==> src/ods_params.svh <==
// Register indices, field positions, reset values and timing for the servo
`ifndef ODS_PARAMS_SVH
`define ODS_PARAMS_SVH

`define ODS_IDX_W            8
`define ODS_IDX_CTRL         8'h43
`define ODS_IDX_MODE         8'h45
`define ODS_IDX_PRESET_HPL   8'h47
`define ODS_IDX_PRESET_HPR   8'h48
`define ODS_IDX_PRESET_LNL   8'h49
`define ODS_IDX_PRESET_LNR   8'h4a
`define ODS_IDX_RDBK_HPL     8'h51
`define ODS_IDX_RDBK_HPR     8'h52
`define ODS_IDX_RDBK_LNL     8'h53
`define ODS_IDX_RDBK_LNR     8'h54

`define ODS_CTRL_MASTER_BIT  4
`define ODS_CTRL_SEL_MSB     3
`define ODS_CTRL_SEL_LSB     0
`define ODS_MODE_MSB         1
`define ODS_MODE_LSB         0
`define ODS_MODE_MEASURE_BIT 1
`define ODS_MODE_PERIOD_BIT  0

`define ODS_CTRL_RESET       8'h10
`define ODS_MODE_RESET       2'h0
`define ODS_PRESET_RESET     8'h00
`define ODS_CORR_RESET       8'h00

`define ODS_CLK_HZ           64'd40000000
`define ODS_UPDATE_MINUTES   64'd10
`define ODS_SEC_PER_MINUTE   64'd60
`define ODS_UPDATE_CYCLES    (`ODS_UPDATE_MINUTES * `ODS_SEC_PER_MINUTE * `ODS_CLK_HZ)
`define ODS_TIMER_W          36

`endif

==> src/ods_pkg.sv <==
// Types shared by the offset servo control
package ods_pkg;

   typedef enum logic [1:0] {
      ODS_MODE_PRESET_ONCE   = 2'h0,
      ODS_MODE_PRESET_PERIOD = 2'h1,
      ODS_MODE_MEASURE_ONCE  = 2'h2,
      ODS_MODE_MEASURE_PERIOD = 2'h3
   } ods_mode_t;

   typedef enum logic [1:0] {
      ODS_CH_IDLE,
      ODS_CH_MEASURE,
      ODS_CH_RUN
   } ods_chan_state_t;

   // Correction handed to one output stage
   typedef struct packed {
      logic       apply;
      logic [7:0] value;
   } ods_corr_t;

   // Measurement result from one output's offset sensor
   typedef struct packed {
      logic       valid;
      logic [7:0] value;
   } ods_meas_t;

endpackage : ods_pkg

==> src/ods_chan.sv <==
// One output's correction holder and measurement sequencer
`timescale 1ns/100ps
`include "ods_params.svh"

module ods_chan (
   input  wire logic                   core_clk,
   input  wire logic                   arst_n,
   input  wire logic                   master_on,
   input  wire logic                   out_en,
   input  wire logic [1:0]             op_mode,
   input  wire logic                   restart,
   input  wire logic                   tick,
   input  wire logic [7:0]             preset,
   input  wire ods_pkg::ods_meas_t     meas,
   output logic                        meas_req,
   output ods_pkg::ods_corr_t          corr
);

   ods_pkg::ods_chan_state_t state;
   logic [7:0]               value;
   logic                     have;

   wire measure_mode = op_mode[`ODS_MODE_MEASURE_BIT];
   wire period_mode  = op_mode[`ODS_MODE_PERIOD_BIT];

   always_ff @(posedge core_clk or negedge arst_n) begin
      if (!arst_n) begin
         state <= ods_pkg::ODS_CH_IDLE;
         value <= `ODS_CORR_RESET;
         have  <= 1'b0;
      end else if (!master_on) begin
         state <= ods_pkg::ODS_CH_IDLE;
         value <= `ODS_CORR_RESET;
         have  <= 1'b0;
      end else if (restart) begin
         // New mode forgets the old value and starts over
         state <= ods_pkg::ODS_CH_IDLE;
         have  <= 1'b0;
      end else begin
         unique case (state)
            ods_pkg::ODS_CH_IDLE: begin
               if (out_en) begin
                  if (have) begin
                     state <= ods_pkg::ODS_CH_RUN;
                  end else if (measure_mode) begin
                     state <= ods_pkg::ODS_CH_MEASURE;
                  end else begin
                     value <= preset;
                     have  <= 1'b1;
                     state <= ods_pkg::ODS_CH_RUN;
                  end
               end
            end
            ods_pkg::ODS_CH_MEASURE: begin
               if (!out_en) begin
                  state <= ods_pkg::ODS_CH_IDLE;
               end else if (meas.valid) begin
                  value <= meas.value;
                  have  <= 1'b1;
                  state <= ods_pkg::ODS_CH_RUN;
               end
            end
            ods_pkg::ODS_CH_RUN: begin
               if (!out_en) begin
                  state <= ods_pkg::ODS_CH_IDLE;
               end else if (tick && period_mode) begin
                  state <= ods_pkg::ODS_CH_MEASURE;
               end
            end
            // Spare state code falls back to idle
            default: begin
               state <= ods_pkg::ODS_CH_IDLE;
            end
         endcase
      end
   end

   // Old value stays applied while a refresh measurement runs
   assign meas_req   = master_on && out_en &&
                       (state == ods_pkg::ODS_CH_MEASURE);
   assign corr.apply = master_on && out_en && have;
   assign corr.value = value;

endmodule : ods_chan

==> src/ods_servo_ctrl.sv <==
// Offset servo control: Wishbone registers, update timer, four channels
//
// Added by the designer: the Wishbone interface to the registers.
`timescale 1ns/100ps
`include "ods_params.svh"

// Notes on behaviour
// - With the master enable at zero the servo is held in reset and no output is corrected.
// - A four-bit select enables headphone left, headphone right, line left and line right from bit 3 down.
// - Mode 10 measures each enabled output once and then keeps that correction.
// - Mode 11 measures at start and then again every update interval, ten minutes by default.
// - Mode 00 loads each enabled output's correction from its preset and does nothing more.
// - Mode 01 starts from the presets and then measures again every update interval.
// - Clearing an output's select with the master on keeps its value and re-applies it later.
// - Each preset is an eight-bit two's complement value of a quarter millivolt per count.
// - Four read-only readback registers show each output's live correction; writes do nothing.
module ods_servo_ctrl #(
   parameter logic [`ODS_TIMER_W-1:0] UPDATE_CYCLES =
      `ODS_TIMER_W'(`ODS_UPDATE_CYCLES)
) (
   input  wire logic                  core_clk,
   input  wire logic                  arst_n,
   input  wire logic [9:0]            wb_adr_i,
   input  wire logic [31:0]           wb_dat_i,
   output logic      [31:0]           wb_dat_o,
   input  wire logic                  wb_we_i,
   input  wire logic [3:0]            wb_sel_i,
   input  wire logic                  wb_cyc_i,
   input  wire logic                  wb_stb_i,
   output logic                       wb_ack_o,
   input  wire ods_pkg::ods_meas_t [3:0] meas_in,
   output logic      [3:0]            meas_req,
   output ods_pkg::ods_corr_t [3:0]   corr_out
);

   function automatic logic idx_hit(input logic [7:0] idx,
                                    input logic [7:0] target);
      idx_hit = (idx == target);
   endfunction : idx_hit

   logic [7:0]             ctrl_reg;
   logic [1:0]             mode_reg;
   logic [3:0][7:0]        preset;
   logic [31:0]            rd_data;
   logic                   ack;
   logic                   restart;
   logic                   tick;
   logic [`ODS_TIMER_W-1:0] timer;

   wire [7:0] idx     = wb_adr_i[9:2];
   wire       req     = wb_cyc_i && wb_stb_i && !ack;
   wire       wr_lane = req && wb_we_i && wb_sel_i[0];
   wire [7:0] wbyte   = wb_dat_i[7:0];

   wire hit_ctrl = idx_hit(idx, `ODS_IDX_CTRL);
   wire hit_mode = idx_hit(idx, `ODS_IDX_MODE);
   wire [3:0] hit_preset = {idx_hit(idx, `ODS_IDX_PRESET_HPL),
                            idx_hit(idx, `ODS_IDX_PRESET_HPR),
                            idx_hit(idx, `ODS_IDX_PRESET_LNL),
                            idx_hit(idx, `ODS_IDX_PRESET_LNR)};
   wire [3:0] hit_rdbk   = {idx_hit(idx, `ODS_IDX_RDBK_HPL),
                            idx_hit(idx, `ODS_IDX_RDBK_HPR),
                            idx_hit(idx, `ODS_IDX_RDBK_LNL),
                            idx_hit(idx, `ODS_IDX_RDBK_LNR)};

   wire       master_on  = ctrl_reg[`ODS_CTRL_MASTER_BIT];
   wire [3:0] out_sel    = ctrl_reg[`ODS_CTRL_SEL_MSB:`ODS_CTRL_SEL_LSB];
   wire       wr_ctrl    = wr_lane && hit_ctrl;
   wire       wr_mode    = wr_lane && hit_mode;
   wire [1:0] next_mode  = wbyte[`ODS_MODE_MSB:`ODS_MODE_LSB];
   wire       next_master = wbyte[`ODS_CTRL_MASTER_BIT];
   wire       next_restart = (wr_mode && next_mode != mode_reg) ||
                             (wr_ctrl && next_master && !master_on);
   wire       periodic   = mode_reg[`ODS_MODE_PERIOD_BIT];
   wire       timer_end  = (timer == UPDATE_CYCLES - `ODS_TIMER_W'(1));

   // Unmapped indices answer with zero; readbacks ignore writes
   always_comb begin
      rd_data = 32'h0000_0000;
      if (hit_ctrl) begin
         rd_data[7:0] = {3'h0, ctrl_reg[4:0]};
      end
      if (hit_mode) begin
         rd_data[1:0] = mode_reg;
      end
      for (int i = 0; i < 4; i++) begin
         if (hit_preset[i]) begin
            rd_data[7:0] = preset[i];
         end
         if (hit_rdbk[i]) begin
            rd_data[7:0] = corr_out[i].value;
         end
      end
   end

   // One wait-free answer: ack the cycle after the request, then drop
   always_ff @(posedge core_clk or negedge arst_n) begin
      if (!arst_n) begin
         ack      <= 1'b0;
         wb_dat_o <= 32'h0000_0000;
      end else begin
         ack <= req;
         if (req && !wb_we_i) begin
            wb_dat_o <= rd_data;
         end
      end
   end

   assign wb_ack_o = ack;

   always_ff @(posedge core_clk or negedge arst_n) begin
      if (!arst_n) begin
         ctrl_reg <= `ODS_CTRL_RESET;
         mode_reg <= `ODS_MODE_RESET;
         restart  <= 1'b0;
      end else begin
         restart <= next_restart;
         if (wr_ctrl) begin
            ctrl_reg <= {3'h0, wbyte[4:0]};
         end
         if (wr_mode) begin
            mode_reg <= next_mode;
         end
      end
   end

   always_ff @(posedge core_clk or negedge arst_n) begin
      if (!arst_n) begin
         preset <= {4{`ODS_PRESET_RESET}};
      end else begin
         for (int i = 0; i < 4; i++) begin
            if (wr_lane && hit_preset[i]) begin
               preset[i] <= wbyte;
            end
         end
      end
   end

   // Wide counter instead of a prescaler chain: one compare, exact period
   always_ff @(posedge core_clk or negedge arst_n) begin
      if (!arst_n) begin
         timer <= '0;
         tick  <= 1'b0;
      end else if (!master_on || restart || !periodic) begin
         timer <= '0;
         tick  <= 1'b0;
      end else if (timer_end) begin
         timer <= '0;
         tick  <= 1'b1;
      end else begin
         timer <= timer + `ODS_TIMER_W'(1);
         tick  <= 1'b0;
      end
   end

   for (genvar c = 0; c < 4; c++) begin : g_chan
      ods_chan u_chan (
         .core_clk  (core_clk),
         .arst_n    (arst_n),
         .master_on (master_on),
         .out_en    (out_sel[c]),
         .op_mode   (mode_reg),
         .restart   (restart),
         .tick      (tick),
         .preset    (preset[c]),
         .meas      (meas_in[c]),
         .meas_req  (meas_req[c]),
         .corr      (corr_out[c])
      );
   end

endmodule : ods_servo_ctrl

==> config.mk <==
export PLATFORM = sky130hd
export DESIGN_NAME = ods_servo_ctrl
export DESIGN_NICKNAME = d
export VERILOG_FILES = /design/src/ods_pkg.sv /design/src/ods_chan.sv /design/src/ods_servo_ctrl.sv
export VERILOG_INCLUDE_DIRS = /design/src
export SDC_FILE = /design/constraint.sdc
export NUM_CORES = 1
export LEC_CHECK = 0
export ABC_AREA = 0
export BUFFER_PORTS_ARGS = -buffer_cell sky130_fd_sc_hd__clkbuf_2
export CAP_MARGIN = 20
export CELL_PAD_IN_SITES_DETAIL_PLACEMENT = 1
export CELL_PAD_IN_SITES_GLOBAL_PLACEMENT = 2
export CORE_ASPECT_RATIO = 1.4
export CORE_MARGIN = 10
export CORE_UTILIZATION = 35
export CTS_CLUSTER_SIZE = 10
export DETAILED_ROUTE_END_ITERATION = 8
export PLACE_DENSITY = 0.94
export REMOVE_ABC_BUFFERS = 1
export SLEW_MARGIN = 5
export SYNTH_ARGS = -nofsm -noshare
export SYNTH_HDL_FRONTEND = slang
export SYNTH_HIERARCHICAL = 1
export SYNTH_SLANG_ARGS = --single-unit
==> constraint.sdc <==
create_clock -name core_clk -period 2.55 [get_ports core_clk]
set_clock_uncertainty 0.2 [all_clocks]
set_input_delay 0.1275 -clock core_clk [delete_from_list [all_inputs] [get_ports core_clk]]
set_output_delay 0.1275 -clock core_clk [all_outputs]
set_load 0.02 [all_outputs]
==> reports/results.ini, run 1 <==
[timing]
timing_hold_violations_final=0
timing.slew.headroom_pct=46.3
clock.fmax_mhz=419
period_share_pct=93.5
fin_crit_ns=2.38
grt_setup_unrepaired=false
setup_viol=0
maxSlewViolCount=0
final.setup.tns_ns=0
tightest_slew_ns=0.806
fin_ws_ns=0.166

[cts]
h-tree-depth=4
cts-buffers-inserted=17
path_clk_slew_ns=0.07
cts.path.max_buffers=2
cts_tree=built
clock_sinks=130
clock_latency_ns=0.43
root_buffer=clkbuf_16

[synthesis]
synth_cells=753
synth_flop_cell=dfrtp_1
syn_area_um2=7590
synth_commonest_cells=129 x dfrtp_1, 72 x nor2_1, 55 x a21oi_1
synth-seq-area-share_pct=42.9
synth_top_area_share_pct=42.5
yosysTopAreaCell=dfrtp_1
synth_area_leaders=dfrtp_1 43%, mux2_2 5.8%, mux2i_1 4.2%, a311oi_1 3.7%, a21oi_1 3.6%
synth_edf_count=0
ys_ff_latch=130
ys_types=71
syn_avg_cell_area_um2=10.1
ys_async_sr_fraction_pct=100
yosysMostFrequentCell=dfrtp_1
synth_warnings=6

[floorplanning]
die_h_um=194
die_area_um2=28100
core-area_um2=21300
ios=160
fp.dieW_um=144
row_count=63
initial_utilization_pct=35.7

[place]
dp_hpwl_um=19500
place.gp.congestion=0.905
port_buffers=106
dp_slack_ns=0.0889
placed_area_um2=8430
dp_cells=1123

[critical_path]
critPathKind=flop to flop
cp-end-kind=flop
required_ns=2.66
cp-start-kind=flop
cp.arrival_ns=2.50
crit_chain=ha_1 > inv_1 > nor3_4 > nand4_1 > or4_4 > nand2b_4 > clkbuf_16 > nor2_1
slowest_delay_ns=0.60
r2r_setup_slack_ns=0.17
r2r_cells=8
cp_max_fo=17
cpMaxStageDelayCell=or4_4

[global_routing]
grt-busiest-layer=met2
grt_pass1_vias=7705
grt_util_met3_pct=3.37
grt_pass1_wl_um=44000
met2_usage_pct=35.7
globalRouteTotalUtil_pct=19.9
antenna_found_initial=0
grt_start_max_net_pins=38
grt.overflow.total=0
met1_usage_pct=21.0

[final_layout]
final_cell_count_no_fill=1204
nFillCells=2414
final_area_um2=9580
layout.nets=1019
synthToLayoutAreaGrowth_pct=26.2
final_util_pct=45.0
largest_register_ff_count=36
n_antenna_cell=0
reg.largest.list=timer (36), g_chan.u_chan/value (32), preset (32)
largest-register=timer
drive_gt1_share_pct=26.8

[power_and_ir_drop]
leakage_nw=4.15
p_per_area_nw_per_um2=547
ir_worst_vdd_uv=431

[job]
maxCapViolations=0

[drt]
drcViolationCount=0
wirelength_um=28400
vias=7019
firstDrtPassIters=5
wl_per_cell_um=23.5
final_antenna_net_count=0
drt_iter0_drc=446
viasPerCell=5.83

[status]
status=finished clean

[worst_hold_path]
hp-class=input port to asynchronous set/reset pin

==> timing repair <==
item | in CTS | in global routing
endpoints found under the setup margin | 0 | 35
hold endpoints to repair | 198 | 0
gates resized for setup | 0 | 2
buffers inserted | 0 | 0
hold buffers | 48 | 0
==> power breakdown <==
group / internal [W] / total (W) / switching (W)
sequential: 0.00209 / 0.00211 / 0.0000203
combinational: 0.000158 / 0.000424 / 0.000266
clock: 0.00168 / 0.00271 / 0.00103
total: 0.00392 / 0.00524 / 0.00132
==> worst max-delay path: cells and delay by family (launching register included) <==
family,cells,cell delay (ns)
adders and majority gates,1,0.24
buffers and inverters,2,0.28
DFF,1,0.40
and+or+nand+nor,5,1.14
==> path summary, 6_finish.rpt <==
check,from,end
setup / recovery,timer[0],timer[12]
min in group core_clk,wb_adr_i[9],wb_dat_o[1]
max in group asynchronous,arst_n,g_chan[1].u_chan/value[6]
hold reg to reg,wb_dat_o[7],wb_dat_o[7]
hold / removal,arst_n,wb_dat_o[6]
setup reg to reg,timer[0],timer[12]
==> kinds of logic after synthesis <==
| kind of cell | count (synthesis) | share of synthesized area (%) |
|---|---|---|
| mux | 71 | 10.0 |
| compound gates | 185 | 16.6 |
| fa+ha+maj | 1 | 0.165 |
| xor+xnor | 36 | 4.15 |
| simple gates | 247 | 19.0 |
| other cells | 1 | 0.0494 |
| flops | 130 | 42.9 |
| buf+inv | 82 | 7.22 |
==> final cells by class <==
class / count / area, µm² / area share, %
multi-input cells: 564 / 3900 / 40.7
flip-flops and latches: 130 / 3250 / 34.0
repair buffers: 196 / 1380 / 14.4
clock buffers: 18 / 439 / 4.58
well taps: 260 / 325 / 3.39
clock inverters: 14 / 201 / 2.10
inverters: 22 / 82.6 / 0.862
==> per-layer routing <==
metal,share of wire [%],wire length (µm)
met1,37,10400
met2,53,15000
met3,5.1,1450
met4,5.5,1570
met5,0,0
==> metrics by stage <==
step | hold slack, ns | power [W]
after floorplan | -0.368 | 0.00228
after global placement | -0.0527 | 0.00249
after detailed placement | -0.0444 | 0.00249
after CTS | 0.0531 | 0.00524
after global routing | 0.0991 | 0.00538
final | 0.0541 | 0.00524
==> placed cells by master (no fill, tap or decap), types with 26 or more instances in the layout <==
cell	n
dlygate4sd3_1	48
nor2_1	72
buf_4	39
mux2i_1	32
a311oi_1	32
a21oi_1	55
o21ai_0	26
clkbuf_2	105
nand2_1	43
mux2_2	39
dfrtp_1	129
Note: power is estimated with default switching activity, not from simulation.
==> run 2, diff against run 1 <==
- CORE_UTILIZATION: 35 -> 34
- PLACE_DENSITY: 0.94 -> 0.93
- SYNTH_HIERARCHICAL: 1 -> not set
==> reports/results.ini, run 2 <==
[cts]
path_clk_slew_ns=0.06  ; was 0.07 ns
cts_setup_buffers=0  ; unchanged
cts_resized=0  ; unchanged
h-tree-depth=4  ; unchanged
cts.path.max_buffers=2  ; unchanged
cts_tree=built  ; unchanged
root_buffer=clkbuf_16  ; unchanged
clock_sinks=130  ; unchanged
clock_latency_ns=0.43  ; about the same
cts-buffers-inserted=17  ; unchanged

[timing]
timing_hold_violations_final=0  ; unchanged
setup_viol=0  ; unchanged
timing.slew.headroom_pct=55.8  ; was 46.3%
clock.fmax_mhz=444  ; was 419 MHz
maxSlewViolCount=0  ; unchanged
hold_ws_ns=0.0708  ; was 0.0541 ns
final.setup.tns_ns=0  ; unchanged
fin_ws_ns=0.295  ; was 0.166 ns
grt_setup_unrepaired=false  ; unchanged
period_share_pct=88.4  ; was 93.5%
fin_crit_ns=2.25  ; was 2.38 ns
tightest_slew_ns=0.663  ; was 0.806 ns

[critical_path]
timing.rr.start=timer[12]  ; was timer[0]
critPathLaunch=g_chan[1].u_chan.state[0]  ; was timer[0]
crit_chain=inv_1 > nor2_1 > buf_4 > and3_1 > clkbuf_2  ; was ha_1 > inv_1 > nor3_4 > nand4_1 > or4_4 > nand2b_4 > clkbuf_16 > nor2_1
cpMaxStageDelayCell=dfrtp_1  ; was or4_4
critPathKind=flop to output pin  ; was flop to flop
cp_max_fo=6  ; was 17
cp-end-kind=output pin  ; was flop
cp-start-kind=flop  ; unchanged
cp.arrival_ns=1.93  ; was 2.50 ns
slowest_delay_ns=0.40  ; was 0.60 ns
required_ns=2.22  ; was 2.66 ns

[power_and_ir_drop]
pwr-share-clk_pct=51.8  ; was 51.7%
power_frac_seq_pct=40.5  ; was 40.2%
combPwrFrac_pct=7.7  ; was 8.1%
leakage_nw=4.18  ; was 4.15 nW
ir_worst_vdd_uv=500  ; was 431 µV
p_sw_w=0.00130  ; was 0.00132 W
p_int_w=0.00391  ; was 0.00392 W
p_per_area_nw_per_um2=560  ; was 547 nW/µm²
p_sw_share_pct=24.9  ; was 25.2%

[synthesis]
synth_warnings=0  ; was 6
yosysTopAreaCell=dfrtp_1  ; unchanged
synth_commonest_cells=129 x dfrtp_1, 99 x nand2_1, 62 x mux2_2  ; was 129 x dfrtp_1, 72 x nor2_1, 55 x a21oi_1
synth_top_area_share_pct=43.8  ; was 42.5%
synth-seq-area-share_pct=44.1  ; was 42.9%
synth_edf_count=0  ; unchanged
synth_area_leaders=dfrtp_1 44%, mux2_2 9.5%, nand2_1 5.0%, a21oi_1 3.9%, buf_4 3.1%  ; was dfrtp_1 43%, mux2_2 5.8%, mux2i_1 4.2%, a311oi_1 3.7%, a21oi_1 3.6%
yosysMostFrequentCell=dfrtp_1  ; unchanged
ys_types=73  ; was 71
synth_cells=767  ; was 753
synth_flop_cell=dfrtp_1  ; unchanged
syn_area_um2=7370  ; was 7590 µm²
ys_async_sr_fraction_pct=100  ; unchanged
ys_ff_latch=130  ; unchanged
syn_avg_cell_area_um2=9.61  ; was 10.1 µm²

[floorplanning]
ios=160  ; unchanged
die_area_um2=28100  ; about the same
initial_utilization_pct=34.7  ; was 35.7%
fp.dieW_um=144  ; about the same
row_count=63  ; unchanged
core-area_um2=21300  ; unchanged
die_h_um=194  ; about the same

[drt]
final_antenna_net_count=0  ; unchanged
viasPerCell=5.57  ; was 5.83
drcViolationCount=0  ; unchanged
firstDrtPassIters=4  ; was 5
wirelength_um=26400  ; was 28,400 µm
wl_per_cell_um=21.9  ; was 23.5 µm
drt_iter0_drc=551  ; was 446
vias=6693  ; was 7,019

[final_layout]
nFillCells=2454  ; was 2,414
largest-register=timer  ; unchanged
synthToLayoutAreaGrowth_pct=26.1  ; was 26.2%
reg.largest.list=timer (36), g_chan.u_chan.value (32), preset (32)  ; was timer (36), g_chan.u_chan/value (32), preset (32)
mostFrequentLayoutCells=129 x dfrtp_1, 105 x clkbuf_2, 99 x nand2_1, 62 x mux2_2, 58 x a21oi_1  ; was 129 x dfrtp_1, 105 x clkbuf_2, 72 x nor2_1, 55 x a21oi_1, 48 x dlygate4sd3_1
register_area_um2=3250  ; unchanged
largest_register_ff_count=36  ; unchanged
final_cell_count_no_fill=1202  ; was 1,204
layout_commonest_cell=dfrtp_1  ; unchanged
drive_gt1_share_pct=27.2  ; was 26.8%
layout.nets=1016  ; was 1,019
multi_input_area_um2=3780  ; was 3900 µm²

[global_routing]
grt_pass1_vias=7397  ; was 7,705
grt_pass1_wl_um=41700  ; was 44,000 µm
grt_start_max_net_pins=48  ; was 38
grt.overflow.total=0  ; unchanged
globalRouteTotalUtil_pct=19.0  ; was 19.9%
antenna_found_initial=1  ; was 0

[job]
maxCapViolations=0  ; unchanged

[place]
dp_slack_ns=0.274  ; was 0.0889 ns
dp_cells=1122  ; was 1,123
port_buffers=106  ; unchanged
place.gp.congestion=0.914  ; was 0.905
dp_hpwl_um=19700  ; was 19,500 µm

[worst_hold_path]
hp-class=input port to asynchronous set/reset pin  ; unchanged

[status]
status=finished clean  ; unchanged

[run 2: logic make-up (layout without fill, tap and decap cells)]
| kind of cell | after synthesis | in the layout | synth area share [%] |
|---|---|---|---|
| buffers and inverters | 77 | 228 | 5.82 |
| other | 1 | 25 | 0.0509 |
| xor gates and xnor gates | 30 | 30 | 3.56 |
| muxes | 76 | 76 | 11.9 |
| and+or+nand+nor | 303 | 303 | 21.5 |
| AOI/OAI and AO/OA | 149 | 149 | 12.9 |
| adders and majority gates | 1 | 1 | 0.170 |
| DFF | 130 | 130 | 44.1 |
[run 2: stage by stage]
step	total power, W	utilization, %	instance area, µm²
floorplan	0.00228	-	7080
global placement	0.00248	38.5	8190
detailed placement	0.00248	38.5	8190
CTS	0.00523	43.7	9300
global route	0.00537	43.7	9300
finish	0.00520	43.7	9300
[run 2: worst max-delay path, delay by kind of cell, from the launching register on]
kind | cells | cell delay, ns
DFF | 1 | 0.40
buffers and inverters | 3 | 0.53
and+or+nand+nor | 2 | 0.58
[run 2: worst paths after layout]
path / to / slack [ns] / cells past startpoint
max: meas_req[1] / 0.30 / 5
max reg2reg: timer[33] / 0.34 / 5
min: g_chan[3].u_chan.value[4] / 0.07 / 2
min reg2reg: wb_dat_o[5] / 0.32 / 2
min in group core_clk: wb_dat_o[4] / 0.07 / 5
max in group asynchronous: g_chan[3].u_chan.state[1] / 1.34 / 3
[run 2: layer usage]
layer  up-vias  GRT usage, %  part of all wire (%)
li1       3030             -                     -
met1      3347          20.2                    36
met2       234          33.5                    53
met3        82          3.36                   5.7
met4         0          11.6                   5.7
met5         -             0                     0
[run 2: area by class of cell]
cell class	count	share of cell area, %
diodes	1	0.0269
clock inverters	15	2.33
well taps	260	3.50
repair buffers	182	13.4
flip-flops and latches	130	35.0
clock buffers	17	4.57
inverters	14	0.565
multi-input cells	583	40.6
[run 2: power by group through the flow]
stage | logic, W | registers, W | clock network (W)
2_1_floorplan | 0.000120 | 0.00216 | 0
3_3_place_gp | 0.000334 | 0.00214 | 0
3_5_place_dp | 0.000340 | 0.00214 | 0
4_1_cts | 0.000401 | 0.00211 | 0.00273
5_1_grt | 0.000438 | 0.00211 | 0.00283
6_report | 0.000403 | 0.00211 | 0.00269
[run 2: what timing repair did]
item / 4_1_cts / 5_1_grt
endpoints found under the setup margin: 0 / 0
hold endpoints to repair: 128 / 0
hold buffers: 47 / 0
==> run 3, diff against run 2 <==
- CORE_UTILIZATION: 34 -> 36
- PLACE_DENSITY: 0.93 -> 0.95
- clock period: 2.55 -> 2.91 ns (I/O delays scaled with it)
==> reports/results.ini, run 3 (same netlist as run 2, synthesis figures left out) <==
[cts]
path_clk_slew_ns=0.07  ; was 0.06 ns
cts-buffers-inserted=17  ; unchanged
clock_latency_ns=0.44  ; was 0.43 ns
clock_sinks=130  ; unchanged
cts.path.max_buffers=2  ; unchanged
h-tree-depth=4  ; unchanged
cts_tree=built  ; unchanged
root_buffer=clkbuf_16  ; unchanged

[critical_path]
required_ns=3.03  ; was 2.22 ns
reg2reg_to=timer[33]  ; unchanged
cp.arrival_ns=2.84  ; was 1.93 ns
r2r_setup_slack_ns=0.46  ; was 0.34 ns
r2r_cells=5  ; unchanged
cp_max_fo=8  ; was 6
timing.rr.start=timer[10]  ; was timer[12]
cp-end-kind=flop  ; was output pin
cp-start-kind=input port  ; was flop
critPathKind=input port to flop  ; was flop to output pin

[timing]
fin_crit_ns=2.72
setup_viol=0  ; unchanged
hold_ws_ns=0.00793  ; was 0.0708 ns
timing_hold_violations_final=0  ; unchanged
period_share_pct=93.6
final.setup.tns_ns=0  ; unchanged
maxSlewViolCount=0  ; unchanged
grt_setup_unrepaired=false  ; unchanged
tightest_slew_ns=0.779  ; was 0.663 ns
clock.fmax_mhz=367
timing.slew.headroom_pct=48.0  ; was 55.8%

[global_routing]
antenna_found_initial=0  ; was 1
grt_start_max_net_pins=57  ; was 48
grt_pass1_wl_um=42100  ; was 41,700 µm
globalRouteTotalUtil_pct=19.9  ; was 19.0%
grt_pass1_vias=7461  ; was 7,397
grt.overflow.total=0  ; unchanged

[final_layout]
layout_commonest_cell=dfrtp_1  ; unchanged
final_util_pct=45.7  ; was 43.7%
reg.largest.list=timer (36), g_chan.u_chan.value (32), preset (32)  ; unchanged
n_antenna_cell=0  ; was 1
largest-register=timer  ; unchanged
mostFrequentLayoutCells=129 x dfrtp_1, 105 x clkbuf_2, 99 x nand2_1, 62 x mux2_2, 58 x a21oi_1  ; unchanged
final_cell_count_no_fill=1181  ; was 1,202
synthToLayoutAreaGrowth_pct=24.0  ; was 26.1%
drive_gt1_share_pct=26.7  ; was 27.2%
layout.nets=1004  ; was 1,016
largest_register_ff_count=36  ; unchanged

[drt]
vias=6788  ; was 6,693
viasPerCell=5.75  ; was 5.57
wl_per_cell_um=22.7  ; was 21.9 µm
firstDrtPassIters=6  ; was 4
wirelength_um=26900  ; was 26,400 µm
drt_iter0_drc=466  ; was 551
drcViolationCount=0  ; unchanged
final_antenna_net_count=0  ; unchanged

[floorplanning]
ios=160  ; unchanged
core-area_um2=20000  ; was 21,300 µm²
fp.dieW_um=141  ; was 144 µm
initial_utilization_pct=36.9  ; was 34.7%
die_area_um2=26700  ; was 28,100 µm²
die_h_um=189  ; was 194 µm
row_count=61  ; was 63

[place]
port_buffers=106  ; unchanged
dp_cells=1105  ; was 1,122
place.gp.congestion=0.970  ; was 0.914
dp_hpwl_um=19200  ; was 19,700 µm

[job]
maxCapViolations=0  ; unchanged

[power_and_ir_drop]
leakage_nw=4.09  ; was 4.18 nW
ir_worst_vdd_uv=384  ; was 500 µV
power_w=0.00436  ; was 0.00520 W
p_sw_share_pct=27.2  ; was 24.9%
combPwrFrac_pct=8.0  ; was 7.7%
pwr-share-clk_pct=49.7  ; was 51.8%
p_sw_w=0.00119  ; was 0.00130 W
power_frac_seq_pct=42.4  ; was 40.5%
p_int_w=0.00317  ; was 0.00391 W
p_per_area_nw_per_um2=477  ; was 560 nW/µm²

[status]
status=finished clean  ; unchanged

[worst_hold_path]
hold_end=preset[16]
hp-class=input port to flop  ; was input port to asynchronous set/reset pin
holdPathStages=2
min_from=wb_dat_i[0]

run 3: cell count changes in the layout (fill, tap and decap cells not counted), sizes merged:
cell,delta
clkinvlp,+2
bufinv,-3
dlygate4sd3,-3
buf,-9
clkinv,+1
diode,-1
run 3: final cells by class:
class                      count  area [µm²]
tap                          252         315
fill                        2294       10900
clock inverter                15         166
clock buffer                  17         425
multi-input combinational    583        3780
sequential                   130        3250
inverter                      14        52.6
timing repair buffer         170        1150
run 3: power by group through the flow:
stage          logic [W]  clock network (W)  registers (W)
2_1_floorplan   0.000106                  0        0.00190
3_3_place_gp    0.000287                  0        0.00188
3_5_place_dp    0.000292                  0        0.00188
4_1_cts         0.000342            0.00219        0.00185
5_1_grt         0.000375            0.00227        0.00185
6_report        0.000347            0.00217        0.00185
run 3: worst max path at each step:
stage	to	startpoint	cells after the start	slack, ns
after CTS	preset[17]	wb_stb_i	8	0.08
after floorplan	timer[29]	ctrl_reg[4]	4	0.07
final	preset[2]	wb_stb_i	8	0.19
after detailed placement	timer[33]	timer[10]	5	0.53
after global placement	preset[18]	wb_adr_i[9]	5	0.59
after global routing	preset[2]	wb_stb_i	8	0.07
run 3: metal layers:
metal,track usage [%],vias up,wire length (µm)
met4,11.6,0,1480
li1,-,3014,-
met5,0,-,0
met2,36.1,256,14100
met3,4.18,86,1480
met1,20.5,3432,9770
run 3: timing repair:
action / CTS / global route
buffers inserted: 0 / 0
gates resized for setup: 0 / 1
endpoints found under the hold margin: 116 / 0
hold buffers: 44 / 0
endpoints found under the setup margin: 0 / 8
run 3: stage by stage:
stage	setup slack [ns]	cell area, µm²
4_1_cts	0.0785	9140
2_1_floorplan	0.0733	7080
5_1_grt	0.0739	9140
3_3_place_gp	0.589	8110
6_report	0.187	9140
3_5_place_dp	0.527	8110
run 3: worst max-delay path: stages:
cell and delay [ns]:
dlygate4sd3_1 0.53, clkbuf_2 0.11, nand2_1 0.06, dlygate4sd3_1 0.56, nor2_1 0.14, and3_1 0.44
and3_1 0.47, mux2_2 0.39
